File: src/design/acc_pkg.sv
// constants, types and pin bundle of the converter control block
// How it works
// falling convert trigger puts sampler into hold and starts a conversion.
// busy rises at conversion start, falls once result is latched.
// host may treat busy falling edge as result-ready strobe.
// serial master read-after-convert mode stretches busy over the transfer.
// bipolar and span selects pick 5V, 10V, +-5V or +-10V input range.
// result bus driven only while chip select and read are both low.
// in parallel mode the shared pin outputs result bit 13.
// serial software mode: shared pin low enables the configuration port.
// reset pin high holds the block reset and abandons any conversion.
// reset pin falling edge zeroes data outputs, coding straight binary.
// reset pin falling edge restores configuration register default.
// sleep request lets running conversion finish, then refuses new ones.
// digital interface keeps working during sleep.
// host shifts configuration word in MSB first on configuration clock.
// trigger edges while busy are ignored.
// all pin inputs are synchronised before sequencing uses them.
package acc_pkg;

	// ****************************************************
	// timing
	// ****************************************************
	localparam int CLK_PERIOD_NS = 4;
	localparam int T_CONV_NS     = 700;
	localparam int T_XFER_NS     = 560;
	// least times round up to whole cycles
	localparam int CONV_CYCLES   = (T_CONV_NS + CLK_PERIOD_NS - 1)
	                               / CLK_PERIOD_NS;
	localparam int XFER_CYCLES   = (T_XFER_NS + CLK_PERIOD_NS - 1)
	                               / CLK_PERIOD_NS;
	localparam int CNT_W         = 9;

	// ****************************************************
	// data and configuration
	// ****************************************************
	localparam int DATA_W         = 14;
	localparam int MSB_POS        = DATA_W - 1;
	localparam int SHARED_BIT     = 13;
	localparam int CFG_W          = 8;
	localparam int CFG_CODING_BIT = 0;
	localparam logic [CFG_W-1:0]  CFG_DEFAULT = 8'h00;
	localparam logic [DATA_W-1:0] DATA_ZERO   = 14'h0000;
	localparam logic [DATA_W-1:0] MSB_MASK    = 14'h2000;

	// ****************************************************
	// types
	// ****************************************************
	typedef enum logic [1:0]
	{
		RANGE_UNI_5  = 2'h0,
		RANGE_UNI_10 = 2'h1,
		RANGE_BI_5   = 2'h2,
		RANGE_BI_10  = 2'h3
	} acc_range_type;

	typedef enum {ST_IDLE, ST_CONVERT, ST_TRANSFER} acc_state_type;

	typedef struct packed
	{
		logic convert_trigger_n;
		logic read_n;
		logic chip_select_n;
		logic reset_pin;
		logic sleep_request;
		logic port_style_sel;
		logic cfg_source_sel;
		logic serial_clock_source_sel;
		logic read_during_convert_sel;
		logic bipolar_sel;
		logic range_span_sel;
		logic cfg_port_select_n;
		logic cfg_serial_in;
		logic cfg_serial_clock;
	} acc_pins_type;

	localparam int PIN_W = $bits(acc_pins_type);
	// idle levels: active-low strobes rest high
	localparam acc_pins_type PIN_IDLE = 14'h3804;

endpackage : acc_pkg

File: src/design/acc_ctrl.sv
// conversion sequencing, output bus control and configuration port
module acc_ctrl
	import acc_pkg::*;
(
	// clock and reset
	input  wire logic              clk_sys_in,
	input  wire logic              resetn_in,
	// control pins from host
	input  wire logic              convert_trigger_n_in,
	input  wire logic              read_n_in,
	input  wire logic              chip_select_n_in,
	input  wire logic              reset_pin_in,
	input  wire logic              sleep_request_in,
	// mode straps
	input  wire logic              port_style_sel_in,
	input  wire logic              cfg_source_sel_in,
	input  wire logic              serial_clock_source_sel_in,
	input  wire logic              read_during_convert_sel_in,
	input  wire logic              bipolar_sel_in,
	input  wire logic              range_span_sel_in,
	// configuration port
	input  wire logic              cfg_port_select_n_in,
	input  wire logic              cfg_serial_in,
	input  wire logic              cfg_serial_clock_in,
	// converter core
	input  wire logic [DATA_W-1:0] sar_result_in,
	output logic                   sample_hold_out,
	output acc_range_type          range_code_out,
	output logic                   sleep_active_out,
	// status and result
	output logic                   busy_out,
	output logic [DATA_W-1:0]      data_out,
	output logic                   data_oe_n_out,
	output logic                   result_bit_13_out,
	output logic                   result_bit_13_oe_n_out,
	output logic                   output_coding_sel_out,
	output logic [CFG_W-1:0]       cfg_word_out,
	output logic                   cfg_port_enable_out
);

	// ****************************************************
	// input synchronisation
	// ****************************************************
	acc_pins_type pins_raw;
	acc_pins_type pins;

	always_comb
	begin
		pins_raw.convert_trigger_n       = convert_trigger_n_in;
		pins_raw.read_n                  = read_n_in;
		pins_raw.chip_select_n           = chip_select_n_in;
		pins_raw.reset_pin               = reset_pin_in;
		pins_raw.sleep_request           = sleep_request_in;
		pins_raw.port_style_sel          = port_style_sel_in;
		pins_raw.cfg_source_sel          = cfg_source_sel_in;
		pins_raw.serial_clock_source_sel = serial_clock_source_sel_in;
		pins_raw.read_during_convert_sel = read_during_convert_sel_in;
		pins_raw.bipolar_sel             = bipolar_sel_in;
		pins_raw.range_span_sel          = range_span_sel_in;
		pins_raw.cfg_port_select_n       = cfg_port_select_n_in;
		pins_raw.cfg_serial_in           = cfg_serial_in;
		pins_raw.cfg_serial_clock        = cfg_serial_clock_in;
	end

	acc_sync u_sync
	(
		.clk_sys_in (clk_sys_in),
		.resetn_in  (resetn_in),
		.pins_in    (pins_raw),
		.pins_out   (pins)
	);

	// ****************************************************
	// edge detection
	// ****************************************************
	acc_pins_type pins_q;
	logic         trig_fall;
	logic         reset_fall;
	logic         sclk_rise;

	always_ff @(posedge clk_sys_in)
	begin
		if (!resetn_in)
			pins_q <= PIN_IDLE;
		else
			pins_q <= pins;
	end

	always_comb
	begin
		trig_fall  = pins_q.convert_trigger_n & ~pins.convert_trigger_n;
		reset_fall = pins_q.reset_pin & ~pins.reset_pin;
		sclk_rise  = ~pins_q.cfg_serial_clock & pins.cfg_serial_clock;
	end

	// ****************************************************
	// conversion sequencer
	// ****************************************************
	acc_state_type      state;
	acc_state_type      next_state;
	logic [CNT_W-1:0]   cnt;
	logic [CNT_W-1:0]   next_cnt;
	logic               next_busy;
	logic [DATA_W-1:0]  next_data;
	logic               master_rdc;
	logic               coding_twos;

	always_comb
	begin
		// master mode, internal clock, read after convert
		master_rdc  = pins.port_style_sel & ~pins.serial_clock_source_sel
		              & ~pins.read_during_convert_sel;
		coding_twos = cfg_word_out[CFG_CODING_BIT];
		next_state  = state;
		next_cnt    = cnt;
		next_data   = data_out;
		case (state)
			ST_IDLE:
			begin
				// sleeping refuses new work, busy refuses double starts
				if (trig_fall && !pins.sleep_request)
				begin
					next_state = ST_CONVERT;
					next_cnt   = CNT_W'(CONV_CYCLES - 1);
				end
			end
			ST_CONVERT:
			begin
				// trigger edges here are simply not looked at
				if (cnt == '0)
				begin
					next_data = coding_twos ? (sar_result_in ^ MSB_MASK)
					                        : sar_result_in;
					if (master_rdc)
					begin
						next_state = ST_TRANSFER;
						next_cnt   = CNT_W'(XFER_CYCLES - 1);
					end
					else
						next_state = ST_IDLE;
				end
				else
					next_cnt = cnt - 1'b1;
			end
			ST_TRANSFER:
			begin
				if (cnt == '0)
					next_state = ST_IDLE;
				else
					next_cnt = cnt - 1'b1;
			end
			default:
				next_state = ST_IDLE;
		endcase
		// reset pin abandons work; its release clears the result
		if (pins.reset_pin)
		begin
			next_state = ST_IDLE;
			next_cnt   = '0;
		end
		if (reset_fall)
			next_data = DATA_ZERO;
		next_busy = (next_state != ST_IDLE);
	end

	always_ff @(posedge clk_sys_in)
	begin
		if (!resetn_in)
		begin
			state    <= ST_IDLE;
			cnt      <= '0;
			busy_out <= 1'b0;
			data_out <= DATA_ZERO;
		end
		else
		begin
			state    <= next_state;
			cnt      <= next_cnt;
			busy_out <= next_busy;
			data_out <= next_data;
		end
	end

	// ****************************************************
	// configuration port and static outputs
	// ****************************************************
	logic [CFG_W-1:0] next_cfg;
	acc_range_type    next_range;

	always_comb
	begin
		// serial software mode with the shared pin taken low
		cfg_port_enable_out = pins.port_style_sel & ~pins.cfg_source_sel
		                      & ~pins.cfg_port_select_n;
		next_cfg = cfg_word_out;
		if (cfg_port_enable_out && sclk_rise)
			next_cfg = {cfg_word_out[CFG_W-2:0], pins.cfg_serial_in};
		if (reset_fall)
			next_cfg = CFG_DEFAULT;
		next_range = acc_range_type'({pins.bipolar_sel,
		                              pins.range_span_sel});
	end

	always_ff @(posedge clk_sys_in)
	begin
		if (!resetn_in)
		begin
			cfg_word_out   <= CFG_DEFAULT;
			range_code_out <= RANGE_UNI_5;
		end
		else
		begin
			cfg_word_out   <= next_cfg;
			range_code_out <= next_range;
		end
	end

	// bus enables stay live in sleep so the host can still read
	always_comb
	begin
		sample_hold_out        = (state == ST_CONVERT);
		sleep_active_out       = pins.sleep_request & (state == ST_IDLE);
		output_coding_sel_out  = ~cfg_word_out[CFG_CODING_BIT];
		data_oe_n_out          = pins.chip_select_n | pins.read_n;
		result_bit_13_oe_n_out = data_oe_n_out | pins.port_style_sel;
		result_bit_13_out      = data_out[SHARED_BIT];
	end
endmodule : acc_ctrl

File: src/design/acc_sync.sv
// two-flop synchroniser for the control pin bundle
module acc_sync
	import acc_pkg::*;
(
	// clock and reset
	input  wire logic         clk_sys_in,
	input  wire logic         resetn_in,
	// pins
	input  wire acc_pins_type pins_in,
	output acc_pins_type      pins_out
);

	acc_pins_type meta;
	acc_pins_type next_meta;
	acc_pins_type next_pins;

	always_comb
	begin
		next_meta = pins_in;
		next_pins = meta;
	end

	// first stage feeds only the second
	always_ff @(posedge clk_sys_in)
	begin
		if (!resetn_in)
		begin
			meta     <= PIN_IDLE;
			pins_out <= PIN_IDLE;
		end
		else
		begin
			meta     <= next_meta;
			pins_out <= next_pins;
		end
	end

endmodule : acc_sync

File: config.mk
export PLATFORM = sky130hd
export DESIGN_NAME = acc_ctrl
export DESIGN_NICKNAME = d
export VERILOG_FILES = /design/src/design/acc_pkg.sv /design/src/design/acc_ctrl.sv /design/src/design/acc_sync.sv
export SDC_FILE = /design/constraint.sdc
export NUM_CORES = 1
export LEC_CHECK = 0
export BUFFER_PORTS_ARGS = -buffer_cell sky130_fd_sc_hd__buf_2
export CAP_MARGIN = 5
export CORE_AREA = 2 2 113 71
export DETAILED_ROUTE_END_ITERATION = 10
export DIE_AREA = 0 0 115 73
export PLACE_DENSITY = 0.66
export SYNTH_ARGS = -nofsm -noshare
export SYNTH_HDL_FRONTEND = slang
export SYNTH_SLANG_ARGS = --single-unit
File: constraint.sdc
create_clock -name clk_sys_in -period 2.6 [get_ports clk_sys_in]
set_input_delay 0.52 -clock clk_sys_in [delete_from_list [all_inputs] [get_ports clk_sys_in]]
set_output_delay 0.52 -clock clk_sys_in [all_outputs]
set_load 0.01 [all_outputs]
==> metrics.txt, run 1 <==
# TYPE chip_impl_metric gauge
chip_impl_metric{name="final_net_count",unit=""} 440
chip_impl_metric{name="synth_cell_types",unit=""} 42
chip_impl_metric{name="leakagePower",unit="µW"} 0.00180
chip_impl_info{name="synth_area_leaders",value="dfxtp_1, and2_1, a21oi_1, nand3_1, o21ai_0"} 1
chip_impl_metric{name="clk_pin_slew",unit="ps"} 60
chip_impl_metric{name="max_cap_violations",unit=""} 0
chip_impl_info{name="critPathLaunchType",value="flop"} 1
chip_impl_metric{name="coreArea",unit="µm²"} 7510
chip_impl_metric{name="postSynthRegisterBits",unit=""} 97
chip_impl_metric{name="syn_area",unit="µm²"} 3210
chip_impl_info{name="outcome",value="finished, final reports clean"} 1
chip_impl_metric{name="cellPowerDensity",unit="nW/µm²"} 694
chip_impl_metric{name="clock-sinks",unit=""} 97
chip_impl_metric{name="final_critical_path_setup_slack",unit="ps"} 82.9
chip_impl_metric{name="post_drt_via_cell_ratio",unit=""} 4.72
chip_impl_metric{name="grt_antenna_before_repair",unit=""} 0
chip_impl_metric{name="n_fill_cell",unit=""} 684
chip_impl_metric{name="ctsLongestPathBuffers",unit=""} 2
chip_impl_metric{name="fin_skew",unit="ps"} 4.06
chip_impl_metric{name="clkLatencyLatePin",unit="ps"} 330
chip_impl_metric{name="setup_tns",unit="ps"} 0
chip_impl_info{name="hold_path_class",value="in2reg"} 1
chip_impl_metric{name="vias_post_dr",unit=""} 2391
chip_impl_metric{name="area_delta_synth_final",unit="%"} 26.1
chip_impl_metric{name="gr-total-overflow",unit=""} 0
chip_impl_metric{name="post_synth_and_or_nand_nor_area_fraction",unit="%"} 22.0
chip_impl_metric{name="die_width",unit="µm"} 115
chip_impl_metric{name="numCtsBuffers",unit=""} 9
chip_impl_metric{name="detail-route-antenna-nets",unit=""} 0
chip_impl_metric{name="required",unit="ps"} 2080
chip_impl_metric{name="seq_area_frac_synth",unit="%"} 60.4
chip_impl_metric{name="regToRegSetupSlack",unit="ps"} 450
chip_impl_metric{name="design_power_total",unit="µW"} 2810
chip_impl_metric{name="synth_async_sr_flop_share",unit="%"} 0
chip_impl_metric{name="initialDrtViolationCount",unit=""} 119
chip_impl_metric{name="globalRouteTotalUtil",unit="%"} 14.7
chip_impl_info{name="endpoint_kind",value="output port"} 1
chip_impl_metric{name="worst-path-max-fanout",unit=""} 5
chip_impl_metric{name="synth-compound-area-share",unit="%"} 10.9
chip_impl_metric{name="grt_pass1_wl",unit="mm"} 9.46
chip_impl_metric{name="synth_fa_ha_area_share",unit="%"} 0.779
chip_impl_metric{name="design.die.area",unit="µm²"} 8400
chip_impl_metric{name="min_period_over_period",unit="%"} 96.8
chip_impl_metric{name="gpl.final_weighted_congestion",unit=""} 0.812
chip_impl_info{name="largest_family_of_logic_cells_by_synthesized_area",value="simple AND/OR/NAND/NOR gates"} 1
chip_impl_metric{name="fmax",unit="GHz"} 0.397
chip_impl_metric{name="timing_worst_slew_pin_value",unit="ps"} 699
chip_impl_metric{name="post_layout_nonfiller_instances",unit=""} 507
chip_impl_metric{name="diodes",unit=""} 0
chip_impl_metric{name="finalWirelength",unit="mm"} 5.83
chip_impl_info{name="root_buffer_cell",value="clkbuf_16"} 1
chip_impl_metric{name="setup-violations-final",unit=""} 0
chip_impl_metric{name="h_tree_depth",unit=""} 3
chip_impl_metric{name="synth-edff-count",unit=""} 0
chip_impl_info{name="commonest_cells_after_routing_fill_and_taps_aside",value="dfxtp_1, buf_2, conb_1"} 1
chip_impl_metric{name="synthXorXnorAreaFrac",unit="%"} 0.273
chip_impl_metric{name="drt_pre_antenna_iters",unit=""} 4
chip_impl_info{name="cts_tree",value="yes"} 1
chip_impl_metric{name="cell_count_after_synthesis",unit=""} 313
chip_impl_metric{name="dpl_worst_slack",unit="ps"} 138
chip_impl_metric{name="cp_data_arrival_time",unit="ps"} 2000
chip_impl_metric{name="floorplan.initialDensity",unit="%"} 42.8
chip_impl_metric{name="postLayoutCellArea",unit="µm²"} 4050
chip_impl_info{name="synth_largest_area_cell",value="dfxtp_1"} 1
chip_impl_metric{name="synth_warn",unit=""} 0
chip_impl_info{name="worstSetupPathType",value="reg2out"} 1
chip_impl_metric{name="timing_hold_violations_final",unit=""} 0
chip_impl_metric{name="multiInputGateArea",unit="µm²"} 1310
chip_impl_metric{name="min_period",unit="ps"} 2520
chip_impl_metric{name="post-place-cells",unit=""} 486
chip_impl_metric{name="rows",unit=""} 25
chip_impl_info{name="layout.cells.most_common",value="dfxtp_1"} 1
chip_impl_metric{name="register_area",unit="µm²"} 1940
chip_impl_metric{name="route.detailed.wl_per_inst",unit="µm"} 11.5
chip_impl_metric{name="report.final.slew_viol_count",unit=""} 0
chip_impl_metric{name="place.port_buffers",unit=""} 61
chip_impl_metric{name="final_layout_size_suffix_gt1_share",unit="%"} 23.7
chip_impl_metric{name="placement.cell_area",unit="µm²"} 3710
chip_impl_metric{name="vias_in_the_first_global_route",unit=""} 2104
chip_impl_metric{name="synth.mux.area_fraction",unit="%"} 2.18
chip_impl_info{name="yosys_most_used_dff",value="dfxtp_1"} 1
chip_impl_metric{name="dp_hpwl",unit="mm"} 4.09
chip_impl_metric{name="holdBufCountCts",unit=""} 0
chip_impl_metric{name="top_level_ports",unit=""} 62
chip_impl_metric{name="die_y",unit="µm"} 73
chip_impl_metric{name="worst_slew_margin_rel",unit="%"} 53.1
chip_impl_metric{name="synth.avg_cell_area",unit="µm²"} 10.3
chip_impl_metric{name="detail_route.drc_violations",unit=""} 0
chip_impl_metric{name="maximum_number_of_pins_on_one_net_before_global_route_repair",unit=""} 32
chip_impl_info{name="rsz0062_at_grt",value="true"} 1
chip_impl_metric{name="synthDominantCellAreaShare",unit="%"} 60.4
chip_impl_metric{name="vdd_drop_max",unit="µV"} 464
[state kept, by name (all words and copies together) (netlist names)]
signal,count
range_code_out,2
data_out,14
pins_q,3
cfg_word_out,8
u_sync.pins_out,14
busy_out,1
state,32
u_sync.meta,14
cnt,9
[worst max-delay path: stages, from the launching register on]
cell and delay (ps):
dfxtp_1 300, nor4_2 280, nand2_1 130, or4_4 580, nor4b_4 210, buf_2 160
[where the power goes]
group          internal (µW)  switching [µW]
clock network            695             491
logic                   38.1            39.3
registers               1530            14.6
total                   2270             545
[cell families (layout without fill, tap and decap cells)]
group | Yosys count | count (layout)
simple gates | 125 | 125
flops | 97 | 97
compound gates | 58 | 58
buf+inv | 22 | 93
mux | 7 | 7
fa+ha+maj | 2 | 2
other cells | 1 | 30
xor+xnor | 1 | 1
[synth_stat cells, types with 3 or more instances]
cell type	n
dfxtp_1	97
and2_1	24
a21oi_1	22
nand2_1	20
nand3_1	19
o21ai_0	19
nor2_1	15
nand2b_1	13
clkbuf_1	9
mux2i_1	7
nor4_1	7
inv_1	6
and3_1	5
nor2b_1	4
o22ai_1	4
buf_2	3
buf_4	3
nand4_1	3
[timing repair]
item,in CTS,in global routing
pin swaps,5,4
resized for setup,2,2
endpoints found under the setup margin,2,1
setup buffers,3,2
[final cells by class]
| type | instances | area share [%] |
|---|---|---|
| clock buffers | 13 | 6.42 |
| clock inverters | 3 | 0.371 |
| inverters | 6 | 0.556 |
| multi-input cells | 223 | 32.4 |
| flip-flops and latches | 97 | 47.9 |
| well taps | 94 | 2.90 |
| repair buffers | 71 | 9.39 |
[final timing paths]
check,start,depth (start not counted),to
setup / recovery,state[21],5,sleep_active_out
hold / removal,cfg_port_select_n_in,2,u_sync.meta[2]
setup reg to reg,cnt[0],7,cnt[4]
hold reg to reg,u_sync.meta[13],1,u_sync.pins_out[13]
[metal layers]
layer | up-vias | global-route usage [%] | part of all wire, % | routed length [µm]
li1 | 1235 | - | - | -
met1 | 1090 | 18.7 | 48 | 2820
met2 | 57 | 22.2 | 44 | 2560
met3 | 9 | 6.31 | 6.2 | 360
met4 | 0 | 5.62 | 1.4 | 80
met5 | - | 0 | 0 | 0
[stage by stage]
step | utilization [%] | hold WS (ps)
finish | 54.0 | 363
global route | 54.0 | 347
CTS | 53.5 | 348
detailed placement | 49.4 | 396
global placement | 49.4 | 396
floorplan | - | 386
(Power assumes the default switching activity.)
==> run 2: changes to the inputs <==
REMOVE_ABC_BUFFERS = 1   (was default)
==> run 2 against run 1 <==
Against the previous run: non-clock buffer count grew 1; register-to-register slack improved by 60 ps; clock skew about the same; combinational power is 1% higher; setup slack got worse by 28 ps; global-route usage rose by 0.95 points; via count is 2.5% higher; fmax fell by 1.1%; power is 3.3% higher; first-iteration DRC count is 45% higher; flip-flop and latch count is the same; clock power increased by 8%; critical endpoint unchanged; largest cell class unchanged.
==> metrics.txt, run 2 (synthesis gave the netlist of run 1 again) <==
# TYPE chip_impl_metric gauge
chip_impl_metric{name="min_period_over_period",unit="%"} 97.9
chip_impl_metric{name="timing_hold_violations_final",unit=""} 0
chip_impl_metric{name="n_fill_cell",unit=""} 665
chip_impl_info{name="rsz0062_at_grt",value="true"} 1
chip_impl_metric{name="detail-route-antenna-nets",unit=""} 0
chip_impl_info{name="outcome",value="finished, final reports clean"} 1
chip_impl_metric{name="report.final.slew_viol_count",unit=""} 0
chip_impl_metric{name="final_net_count",unit=""} 441
chip_impl_info{name="layout.cells.most_common",value="dfxtp_1"} 1
chip_impl_metric{name="die_y",unit="µm"} 73
chip_impl_metric{name="post_drt_via_cell_ratio",unit=""} 4.82
chip_impl_metric{name="numCtsBuffers",unit=""} 9
chip_impl_metric{name="grt_pass1_wl",unit="mm"} 9.95
chip_impl_metric{name="place.port_buffers",unit=""} 61
chip_impl_metric{name="post-place-cells",unit=""} 488
chip_impl_metric{name="timing.hold.worst_path_depth",unit=""} 2
chip_impl_metric{name="leakagePower",unit="µW"} 0.00181
chip_impl_info{name="critPathLaunchType",value="flop"} 1
chip_impl_metric{name="required",unit="ps"} 2080
chip_impl_metric{name="diodes",unit=""} 0
chip_impl_metric{name="design.die.area",unit="µm²"} 8400
chip_impl_metric{name="worst-path-max-fanout",unit=""} 3
chip_impl_metric{name="clkLatencyLatePin",unit="ps"} 340
chip_impl_metric{name="clock-sinks",unit=""} 97
chip_impl_metric{name="vdd_drop_max",unit="µV"} 338
chip_impl_info{name="cp_cell_sequence",value="nor4_2 -> nand2_1 -> or4_4 -> nor4b_4 -> buf_2"} 1
chip_impl_info{name="slowest_stage",value="or4_4"} 1
chip_impl_info{name="commonest_cells_after_routing_fill_and_taps_aside",value="dfxtp_1, buf_2, conb_1"} 1
chip_impl_metric{name="vias_in_the_first_global_route",unit=""} 2183
chip_impl_metric{name="coreArea",unit="µm²"} 7510
chip_impl_metric{name="dp_hpwl",unit="mm"} 4.36
chip_impl_metric{name="min_period",unit="ps"} 2550
chip_impl_metric{name="area_delta_synth_final",unit="%"} 27.1
chip_impl_metric{name="post_layout_nonfiller_instances",unit=""} 508
chip_impl_info{name="endpoint_kind",value="output port"} 1
chip_impl_metric{name="globalRouteTotalUtil",unit="%"} 15.6
chip_impl_metric{name="maximum_number_of_pins_on_one_net_before_global_route_repair",unit=""} 28
chip_impl_metric{name="top_level_ports",unit=""} 62
chip_impl_info{name="worstSetupPathType",value="reg2out"} 1
chip_impl_info{name="root_buffer_cell",value="clkbuf_16"} 1
chip_impl_metric{name="finalWirelength",unit="mm"} 6.09
chip_impl_metric{name="die_width",unit="µm"} 115
chip_impl_metric{name="vias_post_dr",unit=""} 2451
chip_impl_metric{name="ctsLongestPathBuffers",unit=""} 2
chip_impl_metric{name="slowest_delay",unit="ps"} 590
chip_impl_metric{name="r2r_cells",unit=""} 8
chip_impl_metric{name="drt_pre_antenna_iters",unit=""} 5
chip_impl_metric{name="floorplan.initialDensity",unit="%"} 42.8
chip_impl_metric{name="number_of_flip_flops_in_the_largest_register",unit=""} 32
chip_impl_info{name="hold_path_class",value="in2reg"} 1
chip_impl_metric{name="gr-total-overflow",unit=""} 0
chip_impl_metric{name="fin_skew",unit="ps"} 3.65
chip_impl_metric{name="design_power_total",unit="µW"} 2900
chip_impl_metric{name="gpl.final_weighted_congestion",unit=""} 0.852
chip_impl_metric{name="worst_slew_margin_rel",unit="%"} 58.7
chip_impl_metric{name="max_cap_violations",unit=""} 0
chip_impl_metric{name="grt_antenna_before_repair",unit=""} 0
chip_impl_metric{name="timing_worst_slew_pin_value",unit="ps"} 615
chip_impl_info{name="register_containing_the_most_flip_flops_in_the_final_layout",value="state"} 1
chip_impl_metric{name="cellPowerDensity",unit="nW/µm²"} 711
chip_impl_info{name="cts_tree",value="yes"} 1
chip_impl_metric{name="fmax",unit="GHz"} 0.393
chip_impl_metric{name="clk_pin_slew",unit="ps"} 60
chip_impl_metric{name="final_layout_size_suffix_gt1_share",unit="%"} 24.4
chip_impl_metric{name="detail_route.drc_violations",unit=""} 0
chip_impl_metric{name="cp_data_arrival_time",unit="ps"} 2030
chip_impl_metric{name="h_tree_depth",unit=""} 3
chip_impl_metric{name="initialDrtViolationCount",unit=""} 173
chip_impl_metric{name="fin_hold_ws",unit="ps"} 360
chip_impl_metric{name="rows",unit=""} 25
chip_impl_metric{name="route.detailed.wl_per_inst",unit="µm"} 12.0
chip_impl_metric{name="setup-violations-final",unit=""} 0
## run 2: changes by cell type in the layout (fill, tap and decap cells not counted), sizes merged
cell	before	now
clkinv	3	2
bufinv	0	1
buf	71	72
## run 2: path summary, 6_finish.rpt
path                        endpoint  slack [ps]           start
setup / recovery    sleep_active_out          50       state[20]
hold / removal       u_sync.meta[12]         360       read_n_in
setup reg to reg              cnt[1]         510          cnt[0]
hold reg to reg   u_sync.pins_out[2]         410  u_sync.meta[2]
## run 2: report_power, final
part           internal, µW  switching [µW]  leakage (µW)
combinational          38.6            39.8      0.000866
sequential             1530            15.5      0.000800
clock                   769             508      0.000144
## run 2: cell type report
cell class | instances | area, µm² | area share [%]
Clock buffer | 13 | 250 | 6.13
Clock inverter | 3 | 40.0 | 0.980
Inverter | 6 | 22.5 | 0.551
Multi-Input combinational cell | 223 | 1320 | 32.4
Sequential cell | 97 | 1940 | 47.5
Tap cell | 94 | 118 | 2.88
Timing Repair Buffer | 72 | 388 | 9.50
## run 2: critical path, delay by kind of cell (launching register included)
family	cells	cell delay, ps
AND/OR/NAND/NOR	4	1220
flip-flops	1	300
buffers and inverters	1	170
## run 2: timing repair
action	in CTS	in global routing
pin swaps	4	4
endpoints found under the setup margin	2	2
gates resized for setup	2	4
setup buffers	2	2
cloned	0	0
hold buffers	0	0
## run 2: layer usage
metal / vias up / global-route usage (%) / wire [µm]
met5: - / 0 / 0
met4: 0 / 5.76 / 76
met3: 12 / 7.23 / 403
met2: 61 / 22.9 / 2650
met1: 1140 / 20.3 / 2970
li1: 1238 / - / -
## run 2: per-stage QoR
| stage | TNS (ps) | cell area, µm² | utilization [%] | setup WS, ps |
|---|---|---|---|---|
| after CTS | -17.7 | 4040 | 53.9 | -17.7 |
| final | 0 | 4080 | 54.4 | 54.5 |
| after floorplan | -19.2 | 3240 | - | -19.2 |
| after global routing | -103 | 4080 | 54.4 | -64.9 |
| after detailed placement | 0 | 3720 | 49.6 | 237 |
| after global placement | 0 | 3720 | 49.6 | 266 |
==> run 3: changes to the inputs <==
--- a/config.mk
+++ b/config.mk
@@ -10,2 +10,3 @@
 export CORE_AREA = 2 2 113 71
+export CTS_CLUSTER_SIZE = 40
 export DETAILED_ROUTE_END_ITERATION = 10
==> constraint.sdc (replaced) <==
create_clock -name clk_sys_in -period 2.6 [get_ports clk_sys_in]
set_input_delay 0.13 -clock clk_sys_in [delete_from_list [all_inputs] [get_ports clk_sys_in]]
set_output_delay 0.13 -clock clk_sys_in [all_outputs]
set_load 0.01 [all_outputs]
==> run 3 against run 2 <==
Against the previous run: core utilization grew 0.28 points; critical endpoint unchanged; sequential share of layout area fell by 0.25 points; fmax is 6.8% higher; routed wire length down 1.1%; clock skew increased by 0.52 ps; power grew 1.9%; clock power increased by 4%; global-route usage fell by 0.48 points; worst hold slack lost 350 ps; count of clock-buffer cells in the layout grew 1; via count shrank 3.1%; final cell count increased by 0.59%.
==> metrics.txt, run 3 (synthesis gave the netlist of run 1 again) <==
# TYPE chip_impl_metric gauge
chip_impl_info{name="outcome",value="finished, final reports clean"} 1
chip_impl_metric{name="design.die.area",unit="µm²"} 8400
chip_impl_info{name="cts_tree",value="yes"} 1
chip_impl_metric{name="worst-path-max-fanout",unit=""} 15
chip_impl_metric{name="floorplan.initialDensity",unit="%"} 42.8
chip_impl_metric{name="leakagePower",unit="µW"} 0.00183
chip_impl_metric{name="clock-sinks",unit=""} 97
chip_impl_info{name="worstSetupPathType",value="reg2out"} 1
chip_impl_metric{name="min_period",unit="ps"} 2380
chip_impl_metric{name="report.final.slew_viol_count",unit=""} 0
chip_impl_metric{name="required",unit="ps"} 2470
chip_impl_metric{name="detail_route.drc_violations",unit=""} 0
chip_impl_metric{name="maximum_number_of_pins_on_one_net_before_global_route_repair",unit=""} 27
chip_impl_metric{name="clkLatencyLatePin",unit="ps"} 330
chip_impl_metric{name="holdBufCountCts",unit=""} 8
chip_impl_metric{name="vdd_drop_max",unit="µV"} 380
chip_impl_metric{name="ctsLongestPathBuffers",unit=""} 2
chip_impl_metric{name="timing_hold_violations_final",unit=""} 0
chip_impl_metric{name="number_of_flip_flops_in_the_largest_register",unit=""} 32
chip_impl_metric{name="gr-total-overflow",unit=""} 0
chip_impl_metric{name="top_level_ports",unit=""} 62
chip_impl_metric{name="post_layout_nonfiller_instances",unit=""} 511
chip_impl_metric{name="initialDrtViolationCount",unit=""} 103
chip_impl_metric{name="diodes",unit=""} 0
chip_impl_metric{name="max_cap_violations",unit=""} 0
chip_impl_metric{name="fmax",unit="GHz"} 0.420
chip_impl_metric{name="vias_in_the_first_global_route",unit=""} 2103
chip_impl_info{name="cp_cell_sequence",value="nor4_1 -> nand2_1 -> or4_4 -> nor4b_2 -> buf_2"} 1
chip_impl_metric{name="drt_pre_antenna_iters",unit=""} 4
chip_impl_metric{name="vias_post_dr",unit=""} 2375
chip_impl_info{name="hold_path_class",value="in2reg"} 1
chip_impl_metric{name="die_y",unit="µm"} 73
chip_impl_metric{name="grt_antenna_before_repair",unit=""} 0
chip_impl_metric{name="slowest_delay",unit="ps"} 660
chip_impl_metric{name="grt_pass1_wl",unit="mm"} 9.79
chip_impl_metric{name="dp_hpwl",unit="mm"} 4.30
chip_impl_metric{name="die_width",unit="µm"} 115
chip_impl_metric{name="rows",unit=""} 25
chip_impl_metric{name="min_period_over_period",unit="%"} 91.6
chip_impl_metric{name="post-cts-setup-buffer-count",unit=""} 0
chip_impl_info{name="commonest_cells_after_routing_fill_and_taps_aside",value="dfxtp_1, buf_2, conb_1"} 1
chip_impl_metric{name="area_delta_synth_final",unit="%"} 27.8
chip_impl_metric{name="cellPowerDensity",unit="nW/µm²"} 721
chip_impl_metric{name="post_drt_via_cell_ratio",unit=""} 4.65
chip_impl_metric{name="place.port_buffers",unit=""} 61
chip_impl_metric{name="multiInputGateArea",unit="µm²"} 1280
chip_impl_info{name="critPathLaunchType",value="flop"} 1
chip_impl_metric{name="setup-violations-final",unit=""} 0
chip_impl_info{name="slowest_stage",value="or4_4"} 1
chip_impl_info{name="layout.cells.most_common",value="dfxtp_1"} 1
chip_impl_info{name="rsz0062_at_grt",value="false"} 1
chip_impl_metric{name="design_power_total",unit="µW"} 2960
chip_impl_info{name="register_containing_the_most_flip_flops_in_the_final_layout",value="state"} 1
chip_impl_metric{name="finalWirelength",unit="mm"} 6.03
chip_impl_metric{name="worst_slew_margin_rel",unit="%"} 59.0
chip_impl_metric{name="final_net_count",unit=""} 444
chip_impl_metric{name="post-place-cells",unit=""} 487
chip_impl_metric{name="fin_skew",unit="ps"} 4.18
chip_impl_metric{name="coreArea",unit="µm²"} 7510
chip_impl_metric{name="cp_data_arrival_time",unit="ps"} 2250
chip_impl_metric{name="numCtsBuffers",unit=""} 9
chip_impl_metric{name="n_fill_cell",unit=""} 659
chip_impl_metric{name="globalRouteTotalUtil",unit="%"} 15.2
chip_impl_info{name="endpoint_kind",value="output port"} 1
chip_impl_metric{name="post_cts.resized_instances",unit=""} 0
chip_impl_metric{name="clk_pin_slew",unit="ps"} 60
chip_impl_metric{name="route.detailed.wl_per_inst",unit="µm"} 11.8
chip_impl_metric{name="timing_worst_slew_pin_value",unit="ps"} 614
chip_impl_metric{name="final_layout_size_suffix_gt1_share",unit="%"} 22.1
chip_impl_metric{name="h_tree_depth",unit=""} 3
chip_impl_metric{name="register_area",unit="µm²"} 1940
chip_impl_info{name="root_buffer_cell",value="clkbuf_16"} 1
chip_impl_metric{name="detail-route-antenna-nets",unit=""} 0
chip_impl_metric{name="gpl.final_weighted_congestion",unit=""} 0.949
-- run 3: cell types whose count changed in the layout (fill, tap and decap cells not counted) --
cell and change:
clkbuf_8 +2, nor4b_4 -1, clkinv_2 -1, buf_4 -5
clkbuf_1 -1, nor4_2 -5, nor4b_2 +1, nor4_1 +5
dlygate4sd3_1 +8
-- run 3: final timing paths --
path,from,to,slack [ps],cells past startpoint
setup / recovery,state[23],sleep_active_out,220,5
hold / removal,cfg_serial_in,u_sync.meta[1],10,2
setup reg to reg,cnt[0],data_out[11],530,6
hold reg to reg,u_sync.meta[13],u_sync.pins_out[13],400,1
-- run 3: area by class of cell --
| class | count | share of cell area (%) |
|---|---|---|
| flip-flops and latches | 97 | 47.3 |
| multi-input cells | 223 | 31.3 |
| repair buffers | 75 | 10.5 |
| clock buffers | 14 | 6.67 |
| well taps | 94 | 2.86 |
| clock inverters | 2 | 0.853 |
| inverters | 6 | 0.549 |
-- run 3: critical path: cells and delay by family (launching register included) --
| kind | cells | cell delay (ps) |
|---|---|---|
| buffers and inverters | 1 | 180 |
| flip-flops | 1 | 300 |
| AND/OR/NAND/NOR | 4 | 1430 |
-- run 3: metrics by stage --
stage / setup WS [ps] / hold WS [ps] / TNS (ps) / util (%) / area (µm²)
after floorplan: -19.2 / 203 / -19.2 / - / 3240
after global placement: 570 / 310 / 0 / 49.5 / 3720
after detailed placement: 551 / 315 / 0 / 49.5 / 3720
after CTS: 168 / 0.00858 / 0 / 54.7 / 4110
after global routing: 91.8 / 7.35 / 0 / 54.7 / 4110
final: 218 / 12.0 / 0 / 54.7 / 4110
-- run 3: layer usage --
| layer | share of wire, % | wire [µm] | global-route usage (%) | vias to the layer above |
|---|---|---|---|---|
| li1 | - | - | - | 1250 |
| met1 | 51 | 3080 | 21.4 | 1038 |
| met2 | 40 | 2430 | 21.3 | 78 |
| met3 | 7.3 | 440 | 5.90 | 9 |
| met4 | 1.2 | 74 | 4.82 | 0 |
| met5 | 0 | 0 | 0 | - |
-- run 3: where the power goes --
group	internal, µW	switching [µW]
registers	1530	12.9
logic	45.1	41.0
clock network	823	504
